## src/hw/fsr_consts.svh

```systemverilog
// Constants of the flash status and reset sequencer: offsets, fields, timings.
// Assumes a 250 MHz system clock; included by bare name.
`ifndef FSR_CONSTS_SVH
`define FSR_CONSTS_SVH
// ----------------------------------------
// Register offsets (byte addresses)
// ----------------------------------------
`define FSR_OFF_CTRL 6'h00
`define FSR_OFF_ADDR 6'h04
`define FSR_OFF_WDATA 6'h08
`define FSR_OFF_RDATA 6'h0C
`define FSR_OFF_STATUS 6'h10
`define FSR_OFF_VPP 6'h14
`define FSR_OFF_IRQ_STAT 6'h18
`define FSR_OFF_IRQ_CLR 6'h1C
`define FSR_OFF_IRQ_EN 6'h20
// ----------------------------------------
// Fields and response codes
// ----------------------------------------
`define FSR_CTRL_OP_LSB 0
`define FSR_CTRL_SUSP_BIT 4
`define FSR_CTRL_RES_BIT 5
`define FSR_SR_GLOBAL_BIT 15
`define FSR_SR_PART_BIT 7
`define FSR_IRQ_DONE_BIT 0
`define FSR_IRQ_ERR_BIT 1
`define FSR_RESP_OKAY 2'h0
`define FSR_RESP_SLVERR 2'h2
// ----------------------------------------
// Timing
// ----------------------------------------
`define FSR_CLK_PS 4000
`define FSR_NS_CYC(ns) ((((ns) * 1000) + `FSR_CLK_PS - 1) / `FSR_CLK_PS)
`define FSR_US_CYC(us) ((((us) * 1000000) + `FSR_CLK_PS - 1) / `FSR_CLK_PS)
`define FSR_T_WP_NS 50
`define FSR_T_WPH_NS 30
`define FSR_T_AVQV_NS 80
`define FSR_T_SETTLE_NS (`FSR_T_AVQV_NS + 100)
`define FSR_T_RST_LOW_NS 100
`define FSR_T_PHQV_NS 150
`define FSR_T_ABORT_US 22
`define FSR_T_ERES_US 500
`define FSR_WP_CYC `FSR_NS_CYC(`FSR_T_WP_NS)
`define FSR_WPH_CYC `FSR_NS_CYC(`FSR_T_WPH_NS)
`define FSR_ACC_CYC `FSR_NS_CYC(`FSR_T_AVQV_NS)
`define FSR_SETTLE_CYC `FSR_NS_CYC(`FSR_T_SETTLE_NS)
`define FSR_RST_LOW_CYC `FSR_NS_CYC(`FSR_T_RST_LOW_NS)
`define FSR_PHQV_CYC `FSR_NS_CYC(`FSR_T_PHQV_NS)
`define FSR_ABORT_CYC `FSR_US_CYC(`FSR_T_ABORT_US)
`define FSR_ERES_CYC `FSR_US_CYC(`FSR_T_ERES_US)
`endif

```

## src/hw/fsr_pkg.sv

```systemverilog
// Types of the flash status and reset sequencer.
// Assumes nothing beyond a SystemVerilog compiler.
package fsr_pkg;
   // ----------------------------------------
   // Commands and states
   // ----------------------------------------
   typedef enum logic [2:0] {
      FSR_OP_NONE = 3'h0,
      FSR_OP_WRITE = 3'h1,
      FSR_OP_READ = 3'h2,
      FSR_OP_WRITE_POLL = 3'h3,
      FSR_OP_RESET = 3'h4,
      FSR_OP_POLL = 3'h5
   } fsr_op_t;
   typedef enum logic [4:0] {
      FSR_CY_IDLE = 5'h01,
      FSR_CY_WSET = 5'h02,
      FSR_CY_WLOW = 5'h04,
      FSR_CY_RLOW = 5'h08,
      FSR_CY_GAP = 5'h10
   } fsr_cyc_st_t;
   typedef enum logic [7:0] {
      FSR_S_RSTLO = 8'h01,
      FSR_S_RSTREC = 8'h02,
      FSR_S_IDLE = 8'h04,
      FSR_S_GAPW = 8'h08,
      FSR_S_WR = 8'h10,
      FSR_S_SETTLE = 8'h20,
      FSR_S_POLL = 8'h40,
      FSR_S_RD = 8'h80
   } fsr_seq_st_t;
endpackage

```

## src/hw/fsr_cyc_if.sv

```systemverilog
// Request and answer between the sequencer and the flash bus cycle engine.
// Assumes both ends run on the same clock.
`timescale 1ns/100ps
interface fsr_cyc_if #(parameter int ADDR_W = 22);
   logic req;
   logic wr;
   logic [ADDR_W-1:0] addr;
   logic [15:0] wdata;
   logic ack;
   logic [15:0] rdata;
   modport master(output req, wr, addr, wdata, input ack, rdata);
   modport slave(input req, wr, addr, wdata, output ack, rdata);
endinterface

```

## src/hw/fsr_cyc.sv

```systemverilog
// Flash bus cycle engine: one strobed write or read per request.
// Assumes req holds until ack and flash inputs are synchronous to sys_clk_i.
`timescale 1ns/100ps
`include "fsr_consts.svh"
module fsr_cyc import fsr_pkg::*; #(
   parameter int ADDR_W = 22
) (
   // Clock and reset
   input wire logic sys_clk_i,
   input wire logic srst_i,
   // Sequencer side
   fsr_cyc_if.slave cyc,
   // Flash pins
   output logic [ADDR_W-1:0] fl_addr_o,
   input wire logic [15:0] fl_dq_i,
   output logic [15:0] fl_dq_o,
   output logic fl_dq_oe_n_o,
   output logic fl_ce_n_o,
   output logic fl_we_n_o,
   output logic fl_oe_n_o
);
   fsr_cyc_st_t st;
   logic [7:0] cnt;
   wire cnt_done = (cnt == 8'h00);
   wire go = cyc.req && !cyc.ack;

   always_ff @(posedge sys_clk_i) begin
      if (srst_i) begin
         st <= FSR_CY_IDLE;
         cnt <= 8'h00;
         cyc.ack <= 1'b0;
         cyc.rdata <= 16'h0000;
         fl_addr_o <= '0;
         fl_dq_o <= 16'h0000;
         fl_dq_oe_n_o <= 1'b1;
         fl_ce_n_o <= 1'b1;
         fl_we_n_o <= 1'b1;
         fl_oe_n_o <= 1'b1;
      end else begin
         cyc.ack <= 1'b0;
         case (st)
            FSR_CY_IDLE: begin
               if (go) begin
                  fl_addr_o <= cyc.addr;
                  fl_ce_n_o <= 1'b0;
                  if (cyc.wr) begin
                     fl_dq_o <= cyc.wdata;
                     fl_dq_oe_n_o <= 1'b0;
                     st <= FSR_CY_WSET;
                  end else begin
                     fl_oe_n_o <= 1'b0;
                     cnt <= 8'(`FSR_ACC_CYC);
                     st <= FSR_CY_RLOW;
                  end
               end
            end
            FSR_CY_WSET: begin
               fl_we_n_o <= 1'b0;
               cnt <= 8'(`FSR_WP_CYC);
               st <= FSR_CY_WLOW;
            end
            FSR_CY_WLOW: begin
               if (cnt_done) begin
                  fl_we_n_o <= 1'b1;
                  fl_ce_n_o <= 1'b1;
                  cnt <= 8'(`FSR_WPH_CYC);
                  st <= FSR_CY_GAP;
               end else begin
                  cnt <= cnt - 8'h01;
               end
            end
            FSR_CY_RLOW: begin
               if (cnt_done) begin
                  cyc.rdata <= fl_dq_i;
                  fl_ce_n_o <= 1'b1;
                  fl_oe_n_o <= 1'b1;
                  cnt <= 8'(`FSR_WPH_CYC);
                  st <= FSR_CY_GAP;
               end else begin
                  cnt <= cnt - 8'h01;
               end
            end
            FSR_CY_GAP: begin
               if (cnt_done) begin
                  fl_dq_oe_n_o <= 1'b1;
                  cyc.ack <= 1'b1;
                  st <= FSR_CY_IDLE;
               end else begin
                  cnt <= cnt - 8'h01;
               end
            end
            default: st <= FSR_CY_IDLE;
         endcase
      end
   end
endmodule

```

## src/hw/fsr_ctrl.sv

```systemverilog
// Flash status and reset sequencer: AXI4-Lite registers driving a flash part.
// Assumes the flash pins are synchronous to sys_clk_i at 250 MHz.
//
// What the document requires
// Device reports global engine ready on status bit 15.
// Device reports addressed partition ready on status bit 7.
// Partition flag may be 1 while another partition holds the engine.
// A write spans the overlap of select low and write strobe low.
// Device clears partition ready within access delay plus 50 ns.
// After query or identifier reads the limit is access delay plus 100 ns.
// Reset during program or erase completes within 22 us.
// Reset with no operation running completes within 100 ns.
// Outputs valid 150 ns after later of ready or reset release.
// Host holds reset low at least 100 ns.
// Program suspend sets partition ready within 10 us.
// Erase suspend sets partition ready within 20 us.
// Host leaves 500 us between erase resume and next suspend.
// Host keeps program supply on until error bits read zero.
// Host polls the global engine flag to detect completion.
// Host holds reset low at least 100 ns at power-up.
// Device erases main block within 5 s, parameter block within 4 s.
// Device keeps returning status while busy until done, suspended or reset.
//
// Added by the designer: register access over AXI4-Lite and the register addresses.
`timescale 1ns/100ps
`include "fsr_consts.svh"
module fsr_ctrl import fsr_pkg::*; #(
   parameter int ADDR_W = 22,
   parameter int ABORT_CYC = `FSR_ABORT_CYC,
   parameter int GAP_CYC = `FSR_ERES_CYC
) (
   // Clock and reset
   input wire logic sys_clk_i,
   input wire logic srst_i,
   // AXI4-Lite write
   input wire logic [5:0] s_axi_awaddr,
   input wire logic s_axi_awvalid,
   output logic s_axi_awready,
   input wire logic [31:0] s_axi_wdata,
   input wire logic [3:0] s_axi_wstrb,
   input wire logic s_axi_wvalid,
   output logic s_axi_wready,
   output logic [1:0] s_axi_bresp,
   output logic s_axi_bvalid,
   input wire logic s_axi_bready,
   // AXI4-Lite read
   input wire logic [5:0] s_axi_araddr,
   input wire logic s_axi_arvalid,
   output logic s_axi_arready,
   output logic [31:0] s_axi_rdata,
   output logic [1:0] s_axi_rresp,
   output logic s_axi_rvalid,
   input wire logic s_axi_rready,
   // Flash pins
   output logic [ADDR_W-1:0] fl_addr_o,
   input wire logic [15:0] fl_dq_i,
   output logic [15:0] fl_dq_o,
   output logic fl_dq_oe_n_o,
   output logic fl_ce_n_o,
   output logic fl_we_n_o,
   output logic fl_oe_n_o,
   output logic fl_rst_n_o,
   output logic fl_vpp_en_o,
   // Interrupt
   output logic irq_o
);
   localparam int CNT_W = 17;

   function automatic logic hit(input logic [5:0] a, input logic [5:0] off);
      hit = (a[5:2] == off[5:2]);
   endfunction

   fsr_cyc_if #(.ADDR_W(ADDR_W)) cyc();
   fsr_seq_st_t st;
   logic [CNT_W-1:0] cnt;
   logic [CNT_W-1:0] gap_cnt;
   logic [2:0] cmd_op;
   logic cmd_susp;
   logic cmd_res;
   logic start;
   logic [ADDR_W-1:0] fl_addr_reg;
   logic [15:0] wdata_reg;
   logic [15:0] rdata_reg;
   logic [15:0] sr;
   logic vpp_sw;
   logic vpp_hold;
   logic eng_busy;
   logic err_last;
   logic ev_done;
   logic ev_err;
   logic [1:0] irq_stat;
   logic [1:0] irq_en;
   logic [1:0] irq_clr;
   logic aw_got;
   logic w_got;
   logic [5:0] wa;
   logic [31:0] wd;

   // ----------------------------------------
   // Register bus
   // ----------------------------------------
   wire wr_fire = aw_got && w_got && !s_axi_bvalid;
   wire w_ctrl = hit(wa, `FSR_OFF_CTRL);
   wire w_addr = hit(wa, `FSR_OFF_ADDR);
   wire w_wdata = hit(wa, `FSR_OFF_WDATA);
   wire w_vpp = hit(wa, `FSR_OFF_VPP);
   wire w_clr = hit(wa, `FSR_OFF_IRQ_CLR);
   wire w_en = hit(wa, `FSR_OFF_IRQ_EN);
   wire w_ro = hit(wa, `FSR_OFF_RDATA) || hit(wa, `FSR_OFF_STATUS) || hit(wa, `FSR_OFF_IRQ_STAT);
   wire w_map = w_ctrl || w_addr || w_wdata || w_vpp || w_clr || w_en || w_ro;
   wire idle = (st == FSR_S_IDLE);
   wire [15:0] status_word = {10'h000, err_last, vpp_hold, sr[`FSR_SR_PART_BIT],
                              sr[`FSR_SR_GLOBAL_BIT], eng_busy, !idle};
   logic [31:0] rd_word;
   logic rd_map;

   always_comb begin
      rd_word = 32'h0000_0000;
      rd_map = 1'b1;
      if (hit(s_axi_araddr, `FSR_OFF_CTRL)) begin
         rd_word = {26'h000_0000, cmd_res, cmd_susp, 1'b0, cmd_op};
      end else if (hit(s_axi_araddr, `FSR_OFF_ADDR)) begin
         rd_word = 32'(fl_addr_reg);
      end else if (hit(s_axi_araddr, `FSR_OFF_WDATA)) begin
         rd_word = {16'h0000, wdata_reg};
      end else if (hit(s_axi_araddr, `FSR_OFF_RDATA)) begin
         rd_word = {16'h0000, rdata_reg};
      end else if (hit(s_axi_araddr, `FSR_OFF_STATUS)) begin
         rd_word = {16'h0000, status_word};
      end else if (hit(s_axi_araddr, `FSR_OFF_VPP)) begin
         rd_word = {31'h0000_0000, vpp_sw};
      end else if (hit(s_axi_araddr, `FSR_OFF_IRQ_STAT)) begin
         rd_word = {30'h0000_0000, irq_stat};
      end else if (hit(s_axi_araddr, `FSR_OFF_IRQ_CLR)) begin
         rd_word = 32'h0000_0000;
      end else if (hit(s_axi_araddr, `FSR_OFF_IRQ_EN)) begin
         rd_word = {30'h0000_0000, irq_en};
      end else begin
         rd_map = 1'b0;
      end
   end

   always_ff @(posedge sys_clk_i) begin
      if (srst_i) begin
         s_axi_awready <= 1'b0;
         s_axi_wready <= 1'b0;
         s_axi_bvalid <= 1'b0;
         s_axi_bresp <= `FSR_RESP_OKAY;
         s_axi_arready <= 1'b0;
         s_axi_rvalid <= 1'b0;
         s_axi_rresp <= `FSR_RESP_OKAY;
         s_axi_rdata <= 32'h0000_0000;
         aw_got <= 1'b0;
         w_got <= 1'b0;
         wa <= 6'h00;
         wd <= 32'h0000_0000;
         cmd_op <= 3'h0;
         cmd_susp <= 1'b0;
         cmd_res <= 1'b0;
         start <= 1'b0;
         fl_addr_reg <= '0;
         wdata_reg <= 16'h0000;
         vpp_sw <= 1'b0;
         irq_en <= 2'h0;
         irq_clr <= 2'h0;
      end else begin
         s_axi_awready <= s_axi_awvalid && !s_axi_awready && !aw_got;
         s_axi_wready <= s_axi_wvalid && !s_axi_wready && !w_got;
         start <= 1'b0;
         irq_clr <= 2'h0;
         if (s_axi_awvalid && s_axi_awready) begin
            aw_got <= 1'b1;
            wa <= s_axi_awaddr;
         end
         if (s_axi_wvalid && s_axi_wready) begin
            w_got <= 1'b1;
            wd <= s_axi_wdata;
         end
         if (wr_fire) begin
            aw_got <= 1'b0;
            w_got <= 1'b0;
            s_axi_bvalid <= 1'b1;
            s_axi_bresp <= w_map ? `FSR_RESP_OKAY : `FSR_RESP_SLVERR;
            if (w_ctrl && idle) begin
               cmd_op <= wd[`FSR_CTRL_OP_LSB +: 3];
               cmd_susp <= wd[`FSR_CTRL_SUSP_BIT];
               cmd_res <= wd[`FSR_CTRL_RES_BIT];
               start <= 1'b1;
            end else if (w_addr) begin
               fl_addr_reg <= wd[ADDR_W-1:0];
            end else if (w_wdata) begin
               wdata_reg <= wd[15:0];
            end else if (w_vpp) begin
               vpp_sw <= wd[0];
            end else if (w_clr) begin
               irq_clr <= wd[1:0];
            end else if (w_en) begin
               irq_en <= wd[1:0];
            end
         end else if (s_axi_bvalid && s_axi_bready) begin
            s_axi_bvalid <= 1'b0;
         end
         if (s_axi_arvalid && s_axi_arready) begin
            s_axi_arready <= 1'b0;
            s_axi_rvalid <= 1'b1;
            s_axi_rdata <= rd_word;
            s_axi_rresp <= rd_map ? `FSR_RESP_OKAY : `FSR_RESP_SLVERR;
         end else begin
            s_axi_arready <= s_axi_arvalid && !s_axi_rvalid && !s_axi_arready;
            if (s_axi_rvalid && s_axi_rready) begin
               s_axi_rvalid <= 1'b0;
            end
         end
      end
   end

   // ----------------------------------------
   // Interrupts
   // ----------------------------------------
   always_ff @(posedge sys_clk_i) begin
      if (srst_i) begin
         irq_stat <= 2'h0;
         irq_o <= 1'b0;
      end else begin
         irq_stat <= (irq_stat & ~irq_clr) | {ev_err, ev_done};
         irq_o <= |(irq_stat & irq_en);
      end
   end

   // ----------------------------------------
   // Resume to suspend spacing
   // ----------------------------------------
   wire wr_ack = (st == FSR_S_WR) && cyc.ack;
   wire gap_load = wr_ack && cmd_res;
   wire sr_err = cyc.rdata[5] || cyc.rdata[4] || cyc.rdata[3] || cyc.rdata[1];
   wire sr_ready = cyc.rdata[`FSR_SR_GLOBAL_BIT];

   always_ff @(posedge sys_clk_i) begin
      if (srst_i) begin
         gap_cnt <= '0;
      end else if (gap_load) begin
         gap_cnt <= CNT_W'(GAP_CYC);
      end else if (gap_cnt != '0) begin
         gap_cnt <= gap_cnt - 1'b1;
      end
   end

   // ----------------------------------------
   // Sequencer
   // ----------------------------------------
   always_ff @(posedge sys_clk_i) begin
      if (srst_i) begin
         st <= FSR_S_RSTLO;
         cnt <= CNT_W'(`FSR_RST_LOW_CYC);
         fl_rst_n_o <= 1'b0;
         cyc.req <= 1'b0;
         cyc.wr <= 1'b0;
         cyc.addr <= '0;
         cyc.wdata <= 16'h0000;
         rdata_reg <= 16'h0000;
         sr <= 16'h0000;
         vpp_hold <= 1'b0;
         eng_busy <= 1'b0;
         err_last <= 1'b0;
         ev_done <= 1'b0;
         ev_err <= 1'b0;
         fl_vpp_en_o <= 1'b0;
      end else begin
         ev_done <= 1'b0;
         ev_err <= 1'b0;
         fl_vpp_en_o <= vpp_sw || vpp_hold;
         case (st)
            FSR_S_RSTLO: begin
               if (cnt == '0) begin
                  fl_rst_n_o <= 1'b1;
                  cnt <= CNT_W'(`FSR_PHQV_CYC);
                  st <= FSR_S_RSTREC;
               end else begin
                  cnt <= cnt - 1'b1;
               end
            end
            FSR_S_RSTREC: begin
               if (cnt == '0) begin
                  ev_done <= (cmd_op == FSR_OP_RESET);
                  st <= FSR_S_IDLE;
               end else begin
                  cnt <= cnt - 1'b1;
               end
            end
            FSR_S_IDLE: begin
               cyc.addr <= fl_addr_reg;
               cyc.wdata <= wdata_reg;
               if (start) begin
                  if (cmd_op == FSR_OP_RESET) begin
                     fl_rst_n_o <= 1'b0;
                     cnt <= eng_busy ? CNT_W'(ABORT_CYC) : CNT_W'(`FSR_RST_LOW_CYC);
                     eng_busy <= 1'b0;
                     vpp_hold <= 1'b0;
                     st <= FSR_S_RSTLO;
                  end else if (cmd_op == FSR_OP_WRITE || cmd_op == FSR_OP_WRITE_POLL) begin
                     st <= FSR_S_GAPW;
                  end else if (cmd_op == FSR_OP_READ) begin
                     cyc.req <= 1'b1;
                     cyc.wr <= 1'b0;
                     st <= FSR_S_RD;
                  end else if (cmd_op == FSR_OP_POLL) begin
                     cnt <= '0;
                     st <= FSR_S_SETTLE;
                  end else begin
                     ev_done <= 1'b1;
                  end
               end
            end
            FSR_S_GAPW: begin
               if (!cmd_susp || gap_cnt == '0) begin
                  cyc.req <= 1'b1;
                  cyc.wr <= 1'b1;
                  st <= FSR_S_WR;
               end
            end
            FSR_S_WR: begin
               if (cyc.ack) begin
                  cyc.req <= 1'b0;
                  eng_busy <= 1'b1;
                  if (cmd_op == FSR_OP_WRITE_POLL) begin
                     vpp_hold <= 1'b1;
                     cnt <= CNT_W'(`FSR_SETTLE_CYC);
                     st <= FSR_S_SETTLE;
                  end else begin
                     ev_done <= 1'b1;
                     st <= FSR_S_IDLE;
                  end
               end
            end
            FSR_S_SETTLE: begin
               if (cnt == '0) begin
                  cyc.req <= 1'b1;
                  cyc.wr <= 1'b0;
                  st <= FSR_S_POLL;
               end else begin
                  cnt <= cnt - 1'b1;
               end
            end
            FSR_S_POLL: begin
               if (cyc.ack) begin
                  cyc.req <= 1'b0;
                  sr <= cyc.rdata;
                  if (sr_ready) begin
                     eng_busy <= 1'b0;
                     err_last <= sr_err;
                     vpp_hold <= vpp_hold && sr_err;
                     ev_done <= 1'b1;
                     ev_err <= sr_err;
                     st <= FSR_S_IDLE;
                  end else begin
                     cnt <= '0;
                     st <= FSR_S_SETTLE;
                  end
               end
            end
            FSR_S_RD: begin
               if (cyc.ack) begin
                  cyc.req <= 1'b0;
                  rdata_reg <= cyc.rdata;
                  ev_done <= 1'b1;
                  st <= FSR_S_IDLE;
               end
            end
            default: st <= FSR_S_IDLE;
         endcase
      end
   end

   fsr_cyc #(.ADDR_W(ADDR_W)) u_cyc (
      .sys_clk_i(sys_clk_i),
      .srst_i(srst_i),
      .cyc(cyc.slave),
      .fl_addr_o(fl_addr_o),
      .fl_dq_i(fl_dq_i),
      .fl_dq_o(fl_dq_o),
      .fl_dq_oe_n_o(fl_dq_oe_n_o),
      .fl_ce_n_o(fl_ce_n_o),
      .fl_we_n_o(fl_we_n_o),
      .fl_oe_n_o(fl_oe_n_o)
   );

   // ----------------------------------------
   // Checks
   // ----------------------------------------
   logic [CNT_W-1:0] lo_cnt;
   logic [CNT_W-1:0] since_res;
   always_ff @(posedge sys_clk_i) begin
      lo_cnt <= (srst_i || fl_rst_n_o) ? '0 : lo_cnt + 1'b1;
      since_res <= srst_i ? '1 :
                   (gap_load ? '0 : ((&since_res) ? since_res : since_res + 1'b1));
   end
endmodule

```

## config.mk

```make
export PLATFORM = sky130hd
export DESIGN_NAME = fsr_ctrl
export DESIGN_NICKNAME = d
export VERILOG_FILES = /design/src/hw/fsr_pkg.sv /design/src/hw/fsr_cyc_if.sv /design/src/hw/fsr_cyc.sv /design/src/hw/fsr_ctrl.sv
export VERILOG_INCLUDE_DIRS = /design/src /design/src/hw
export SDC_FILE = /design/constraint.sdc
export NUM_CORES = 1
export LEC_CHECK = 0
export BUFFER_PORTS_ARGS = -buffer_cell sky130_fd_sc_hd__buf_2
export CAP_MARGIN = 15
export CELL_PAD_IN_SITES_DETAIL_PLACEMENT = 1
export CELL_PAD_IN_SITES_GLOBAL_PLACEMENT = 1
export CORE_ASPECT_RATIO = 0.9
export CORE_UTILIZATION = 40
export CTS_CLUSTER_SIZE = 12
export DETAILED_ROUTE_END_ITERATION = 8
export PLACE_DENSITY = 0.79
export SLEW_MARGIN = 40
export SYNTH_ARGS = -nofsm -noshare
export SYNTH_HDL_FRONTEND = slang
export SYNTH_HIERARCHICAL = 1
export SYNTH_SLANG_ARGS = --single-unit
```

## constraint.sdc

```tcl
create_clock -name sys_clk_i -period 3.2 [get_ports sys_clk_i]
set_input_delay 0.96 -clock sys_clk_i [delete_from_list [all_inputs] [get_ports sys_clk_i]]
set_output_delay 0.96 -clock sys_clk_i [all_outputs]
set_load 0.01 [all_outputs]
```

==> results of run 1 <==
-- worst paths after layout --
path         slack [ns]  cells past startpoint           to
min reg2reg        0.45                      2  irq_stat[1]
max                0.40                      6       cnt[6]
min                0.45                      2  irq_stat[1]
max reg2reg        0.40                      6       cnt[6]
-- worst register-to-register path, cell delays in order (launching register included) --
cell                       delay (ns)
sky130_fd_sc_hd__dfxtp_1         0.42
sky130_fd_sc_hd__or4_4           0.54
sky130_fd_sc_hd__or2_1           0.44
sky130_fd_sc_hd__and2_4          0.26
sky130_fd_sc_hd__a311oi_4        0.53
sky130_fd_sc_hd__o21ai_2         0.13
sky130_fd_sc_hd__o32ai_1         0.36
-- per-layer routing --
metal	vias to the layer above	routed length (um)	global-route usage (%)
met3	55	2200	2.893
li1	5363	-	-
met2	318	15830	34.86
met4	0	802	6.415
met1	5319	18260	36.11
met5	-	0	0
-- cell usage in the layout, fill, tap and decap left out, drive strengths merged, types with 5 or more instances in the layout --
cell type  count
clkbuf        43
nand3         28
xnor2         11
conb          12
nor4          14
a22oi         16
buf          157
nor2b          7
o21ai         31
mux2i         26
a31oi          8
or2            7
inv           25
a311oi         6
o32ai          5
nand2b        25
and2          11
nor2         120
or3           16
a21oi        232
or4            9
nor3          35
nor4b         11
o31ai          6
clkinv         7
xor2          11
o211ai         6
dfxtp        288
a211oi         8
nand2        369
-- metrics by stage --
step	setup slack (ns)	utilization [%]	power, mW	instances
after global placement	0.5540	43.83	4.603	1977
after floorplan	0.6501	-	4.446	1528
after detailed placement	0.4524	43.84	4.641	1977
final	0.3993	47.01	7.970	2031
after CTS	0.4425	46.99	8.028	2028
after global routing	0.3012	47.01	8.264	2030
-- kinds of logic (layout without fill, tap and decap cells) --
kind of cell | count (synthesis) | count (layout) | share of synthesized area [%]
compound gates | 362 | 362 | 18.04
other cells | 1 | 15 | 0.03080
xor+xnor | 22 | 22 | 1.583
fa+ha+maj | 4 | 4 | 0.4111
buf+inv | 138 | 235 | 5.159
flops | 288 | 288 | 47.35
simple gates | 675 | 675 | 25.20
mux | 27 | 27 | 2.230
-- final cells by class --
class                   instances  area, um2  area share (%)
multi-input cells            1102       5838           41.56
repair buffers                158      892.1           6.351
well taps                     403      504.2           3.590
diodes                          3      7.507         0.05344
clock buffers                  42      867.1           6.173
inverters                      26      97.59          0.6948
flip-flops and latches        288       5766           41.04
clock inverters                 9      75.07          0.5344
-- power by group through the flow --
stage	logic (mW)	registers, mW	clock network [mW]
final	0.763	3.81	3.40
after global routing	0.854	3.82	3.59
after CTS	0.765	3.81	3.46
after detailed placement	0.757	3.88	0
after global placement	0.729	3.87	0
after floorplan	0.588	3.86	0
==> insert_results.sql, run 1 <==
INSERT INTO impl_metrics (metric_group, metric, value, unit) VALUES
('synthesis', 'yosys.area.top_type', 'sky130_fd_sc_hd__dfxtp_1', ''),
('placed_design', 'gp_congestion', '0.8827', ''),
('pwr', 'combinationalPowerShare', '9.6', '%'),
('synthesis', 'yosys-top-cells-count', 'sky130_fd_sc_hd__nand2_1 (369), sky130_fd_sc_hd__dfxtp_1 (288), sky130_fd_sc_hd__a21oi_1 (230)', ''),
('synthesis', 'synth_enable_flop_cells', '0', ''),
('pwr', 'power.switching', '2.005', 'mW'),
('drt', 'routed_wire_per_std_cell', '18.27', 'um'),
('setup_path', 'crit_buf_inv', '0', ''),
('sta', 'timing.clock.skew', '0.01918', 'ns'),
('setup_path', 'crit_chain', 'or4_4 > or2_1 > and2_4 > a311oi_4 > o21ai_2 > o32ai_1', ''),
('drt', 'wl', '37.10', 'mm'),
('clock_tree', 'clock_tree.buffer_depth', '3', ''),
('sta', 'fin_crit_sh', '87.52', '%'),
('sta', 'timing.final.max_slew_violations', '0', ''),
('die', 'top_level_ports', '157', ''),
('sta', 'setup_violations', '0', ''),
('clock_tree', 'clock_latency', '0.56', 'ns'),
('synthesis', 'synth_sequential_area_ratio', '47.35', '%'),
('synthesis', 'synthDominantCellAreaShare', '47.35', '%'),
('worst_hold_path', 'hold_class', 'reg -> reg', ''),
('die', 'floorplan.die.height', '167.5', 'um'),
('die', 'placement_rows', '60', ''),
('sta', 'fmax', '357.1', 'MHz'),
('clock_tree', 'post_cts_buffers', '0', ''),
('synthesis', 'dominant_cells_by_area_after_synthesis', 'sky130_fd_sc_hd__dfxtp_1 (47%), sky130_fd_sc_hd__nand2_1 (11%), sky130_fd_sc_hd__a21oi_1 (9.5%)', ''),
('drt', 'initial_drc_count', '841', ''),
('clock_tree', 'number_of_clock_sinks', '288', ''),
('synthesis', 'postSynthCellCount', '1517', ''),
('setup_path', 'critPathLaunchType', 'flop', ''),
('placed_design', 'dpl.hpwl', '26.23', 'mm'),
('sta', 'finalWorstPathRequiredPeriod', '2.801', 'ns'),
('global_routing', 'grt_pass1_wl', '59.02', 'mm'),
('final_layout', 'layout.filler_cells', '3694', ''),
('pwr', 'sw_frac_of_total', '25.16', '%'),
('sta', 'setup_tns', '0', 'ns'),
('outcome', 'status', 'complete, no violations', ''),
('global_routing', 'overflow', '0', ''),
('drt', 'drtPass1Iterations', '5', ''),
('synthesis', 'async_flop_share', '0', '%'),
('placed_design', 'place_area', '13100', 'um2'),
('clock_tree', 'cts-buffers-inserted', '31', ''),
('pwr', 'pint', '5.965', 'mW'),
('synthesis', 'postSynthRegisterBits', '288', ''),
('clock_tree', 'path_clk_slew', '0.06', 'ns'),
('pwr', 'sequential_cell_fraction_of_total_power', '47.8', '%'),
('drt', 'route.detailed.vias_per_inst', '5.443', ''),
('sta', 'grt_setup_unrepaired', 'no', ''),
('setup_path', 'critPathMaxStageDelay', '0.54', 'ns'),
('synthesis', 'yosys.cell_count.top_type', 'sky130_fd_sc_hd__nand2_1', ''),
('synthesis', 'yosys_most_used_dff', 'sky130_fd_sc_hd__dfxtp_1', ''),
('clock_tree', 'cts_tree', 'built', ''),
('drt', 'drt.antenna.violating_nets', '0', ''),
('clock_tree', 'cts_hold_repair.buffers', '0', ''),
('die', 'core_region_area', '29880', 'um2'),
('synthesis', 'yosysUniqueCellTypes', '83', ''),
('sta', 'worst-slew-pin-transition', '0.8502', 'ns'),
('setup_path', 'critical_path_class', 'reg -> reg', ''),
('placed_design', 'io_buffers', '126', ''),
('pwr', 'static-leakage-power', '5.361', 'nW'),
('setup_path', 'timing.rr.start', 'st[7]', ''),
('global_routing', 'globalRouteTotalUtil', '23.73', '%'),
('synthesis', 'post_syn_area', '12180', 'um2'),
('global_routing', 'grt_max_degree', '85', ''),
('clock_tree', 'cts_resized', '0', ''),
('final_layout', 'fin_nets', '1682', ''),
('setup_path', 'worst_path_dominant_cell_family', 'simple AND/OR/NAND/NOR gates', ''),
('die', 'design.die.area', '31140', 'um2'),
('sta', 'maxSlewHeadroom', '43.16', '%'),
('drt', 'vias', '11060', ''),
('sta', 'worst_hold_slack', '0.4479', 'ns'),
('pwr', 'clkPwrFrac', '42.7', '%');
Power figures use the tool's default switching activity.
==> run 2: changes to the inputs <==
--- a/config.mk
+++ b/config.mk
@@ -14,8 +14,8 @@
 export CORE_UTILIZATION = 40
 export CTS_CLUSTER_SIZE = 12
 export DETAILED_ROUTE_END_ITERATION = 8
+export MAX_ROUTING_LAYER = met4
 export PLACE_DENSITY = 0.79
-export SLEW_MARGIN = 40
 export SYNTH_ARGS = -nofsm -noshare
 export SYNTH_HDL_FRONTEND = slang
 export SYNTH_HIERARCHICAL = 1
==> insert_results.sql, run 2 (same netlist as run 1, synthesis figures left out) <==
INSERT INTO impl_metrics (metric_group, metric, value, unit) VALUES
('sta', 'timing.final.max_slew_violations', '0', ''),
('clock_tree', 'cts_hold_repair.buffers', '0', ''),
('run', 'drv.max_cap_violation_count', '0', ''),
('die', 'floorplan.die.width', '185.9', 'um'),
('drt', 'wl', '37.66', 'mm'),
('clock_tree', 'path_clk_slew', '0.06', 'ns'),
('die', 'floorplan.initialDensity', '40.75', '%'),
('clock_tree', 'root_buffer', 'sky130_fd_sc_hd__clkbuf_16', ''),
('placed_design', 'post-place-cells', '1975', ''),
('global_routing', 'grt_max_degree', '131', ''),
('pwr', 'sequential_cell_fraction_of_total_power', '44.6', '%'),
('pwr', 'power_density', '599.1', 'nW/um2'),
('die', 'top_level_ports', '157', ''),
('pwr', 'combinationalPowerShare', '8.8', '%'),
('sta', 'worst-slew-pin-transition', '0.9963', 'ns'),
('die', 'core_region_area', '29880', 'um2'),
('outcome', 'status', 'complete, no violations', ''),
('final_layout', 'final_layout_size_suffix_gt1_share', '14.85', '%'),
('pwr', 'power.switching', '2.064', 'mW'),
('clock_tree', 'clock_tree.buffer_depth', '3', ''),
('final_layout', 'final_cell_count_no_fill', '2033', ''),
('final_layout', 'layout.cells.most_common_list', 'sky130_fd_sc_hd__nand2_1 (369), sky130_fd_sc_hd__dfxtp_1 (288), sky130_fd_sc_hd__a21oi_1 (230)', ''),
('final_layout', 'leading_cell_type_in_the_layout_fill_and_taps_excluded', 'sky130_fd_sc_hd__nand2_1', ''),
('placed_design', 'dpl.hpwl', '25.60', 'mm'),
('drt', 'drt_drc_violations_left', '0', ''),
('final_layout', 'p_r_area_growth_vs_syn', '16.85', '%'),
('placed_design', 'place_area', '13080', 'um2'),
('drt', 'initial_drc_count', '792', ''),
('final_layout', 'design_area', '14230', 'um2'),
('die', 'design.die.area', '31140', 'um2'),
('clock_tree', 'cts_tree', 'built', ''),
('sta', 'fin_ws', '0.4961', 'ns'),
('drt', 'route.detailed.vias_per_inst', '5.473', ''),
('setup_path', 'critical_path_class', 'reg -> reg', ''),
('drt', 'routed_wire_per_std_cell', '18.52', 'um'),
('clock_tree', 'number_of_clock_sinks', '288', ''),
('drt', 'vias', '11130', ''),
('setup_path', 'worst_setup_path_end_kind', 'flop', ''),
('setup_path', 'crit_arrival', '3.09', 'ns'),
('sta', 'timing.clock.skew', '0.01670', 'ns'),
('pwr', 'clkPwrFrac', '46.5', '%'),
('sta', 'fin_crit_sh', '84.50', '%'),
('final_layout', 'post-route-util', '47.62', '%'),
('die', 'floorplan.die.height', '167.5', 'um'),
('sta', 'final-hold-violation-count', '0', ''),
('drt', 'drtPass1Iterations', '5', ''),
('clock_tree', 'cts_htree_levels', '2', ''),
('setup_path', 'critPathRequiredTime', '3.58', 'ns'),
('sta', 'setup_violations', '0', ''),
('die', 'placement_rows', '60', ''),
('clock_tree', 'cts_resized', '0', ''),
('sta', 'fmax', '369.8', 'MHz'),
('global_routing', 'antenna_found_initial', '1', ''),
('final_layout', 'fin_nets', '1683', ''),
('sta', 'setup_tns', '0', 'ns'),
('clock_tree', 'clock_latency', '0.51', 'ns'),
('global_routing', 'overflow', '0', ''),
('final_layout', 'antenna-diode-count', '0', ''),
('placed_design', 'io_buffers', '126', ''),
('sta', 'grt_setup_unrepaired', 'no', ''),
('global_routing', 'grt_pass1_wl', '60.11', 'mm'),
('pwr', 'sw_frac_of_total', '24.22', '%'),
('sta', 'finalWorstPathRequiredPeriod', '2.704', 'ns'),
('pwr', 'fin_total_pwr', '8.524', 'mW'),
('pwr', 'static-leakage-power', '5.455', 'nW'),
('global_routing', 'globalRouteTotalUtil', '25.06', '%'),
('clock_tree', 'cts-buffers-inserted', '34', ''),
('pwr', 'pint', '6.460', 'mW'),
('final_layout', 'layout.filler_cells', '3656', ''),
('global_routing', 'via_count_of_the_first_global_routing_pass', '10940', ''),
('placed_design', 'post-place-ws', '0.5030', 'ns'),
('setup_path', 'critPathLaunchType', 'flop', ''),
('sta', 'maxSlewHeadroom', '33.58', '%'),
('clock_tree', 'post_cts_buffers', '0', ''),
('setup_path', 'critPathMaxFanout', '17', ''),
('sta', 'worst_hold_slack', '0.4498', 'ns'),
('pwr', 'worst_ir_drop_vdd', '0.3617', 'mV'),
('worst_hold_path', 'hold_class', 'reg -> reg', ''),
('placed_design', 'gp_congestion', '0.8957', ''),
('drt', 'drt.antenna.violating_nets', '0', '');
## run 2: cell count changes in the layout (fill, tap and decap cells not counted), sizes merged
cell / previous run / this run
clkinvlp: 2 / 0
inv: 25 / 26
clkbuf: 43 / 50
clkinv: 7 / 6
diode: 3 / 0
buf: 157 / 155
bufinv: 1 / 3
## run 2: routing by layer
layer  vias to the layer above  routed length, um  global-route usage [%]
met2                       314              16200                   36.89
met5                         -                  0                       -
li1                       5359                  -                       -
met3                        54               1879                   2.980
met1                      5399              18890                   36.37
met4                         0                689                   5.773
## run 2: critical path, cell delays in order (launching register included)
cell and delay [ns]:
sky130_fd_sc_hd__dfxtp_1 0.39, sky130_fd_sc_hd__or4b_1 0.62, sky130_fd_sc_hd__or2_1 0.32, sky130_fd_sc_hd__and2_4 0.20
sky130_fd_sc_hd__a311o_1 0.56, sky130_fd_sc_hd__o41ai_2 0.42, sky130_fd_sc_hd__a21oi_1 0.06
## run 2: worst paths after layout
kind | startpoint | end | slack [ns] | depth (start not counted)
worst max-delay path | st[0] | cnt[2] | 0.50 | 6
worst min-delay path | u_cyc/fl_addr_o[10] | u_cyc/fl_addr_o[10] | 0.45 | 2
worst max register to register | st[0] | cnt[2] | 0.50 | 6
worst min register to register | u_cyc/fl_addr_o[10] | u_cyc/fl_addr_o[10] | 0.45 | 2
## run 2: power groups by stage
stage	Combinational, mW	Clock (mW)	Sequential (mW)
5_1_grt	0.838	4.19	3.82
3_3_place_gp	0.725	0	3.87
4_1_cts	0.757	4.04	3.80
6_report	0.752	3.97	3.81
3_5_place_dp	0.749	0	3.88
2_1_floorplan	0.588	0	3.86
## run 2: layout make-up
class | instances | area [um2] | area share (%)
clock buffer | 49 | 1018 | 7.159
timing repair buffer | 156 | 877.1 | 6.165
tap | 403 | 504.2 | 3.544
sequential | 288 | 5766 | 40.52
clock inverter | 9 | 127.6 | 0.8970
multi-input combinational | 1102 | 5837 | 41.03
inverter | 26 | 97.59 | 0.6860
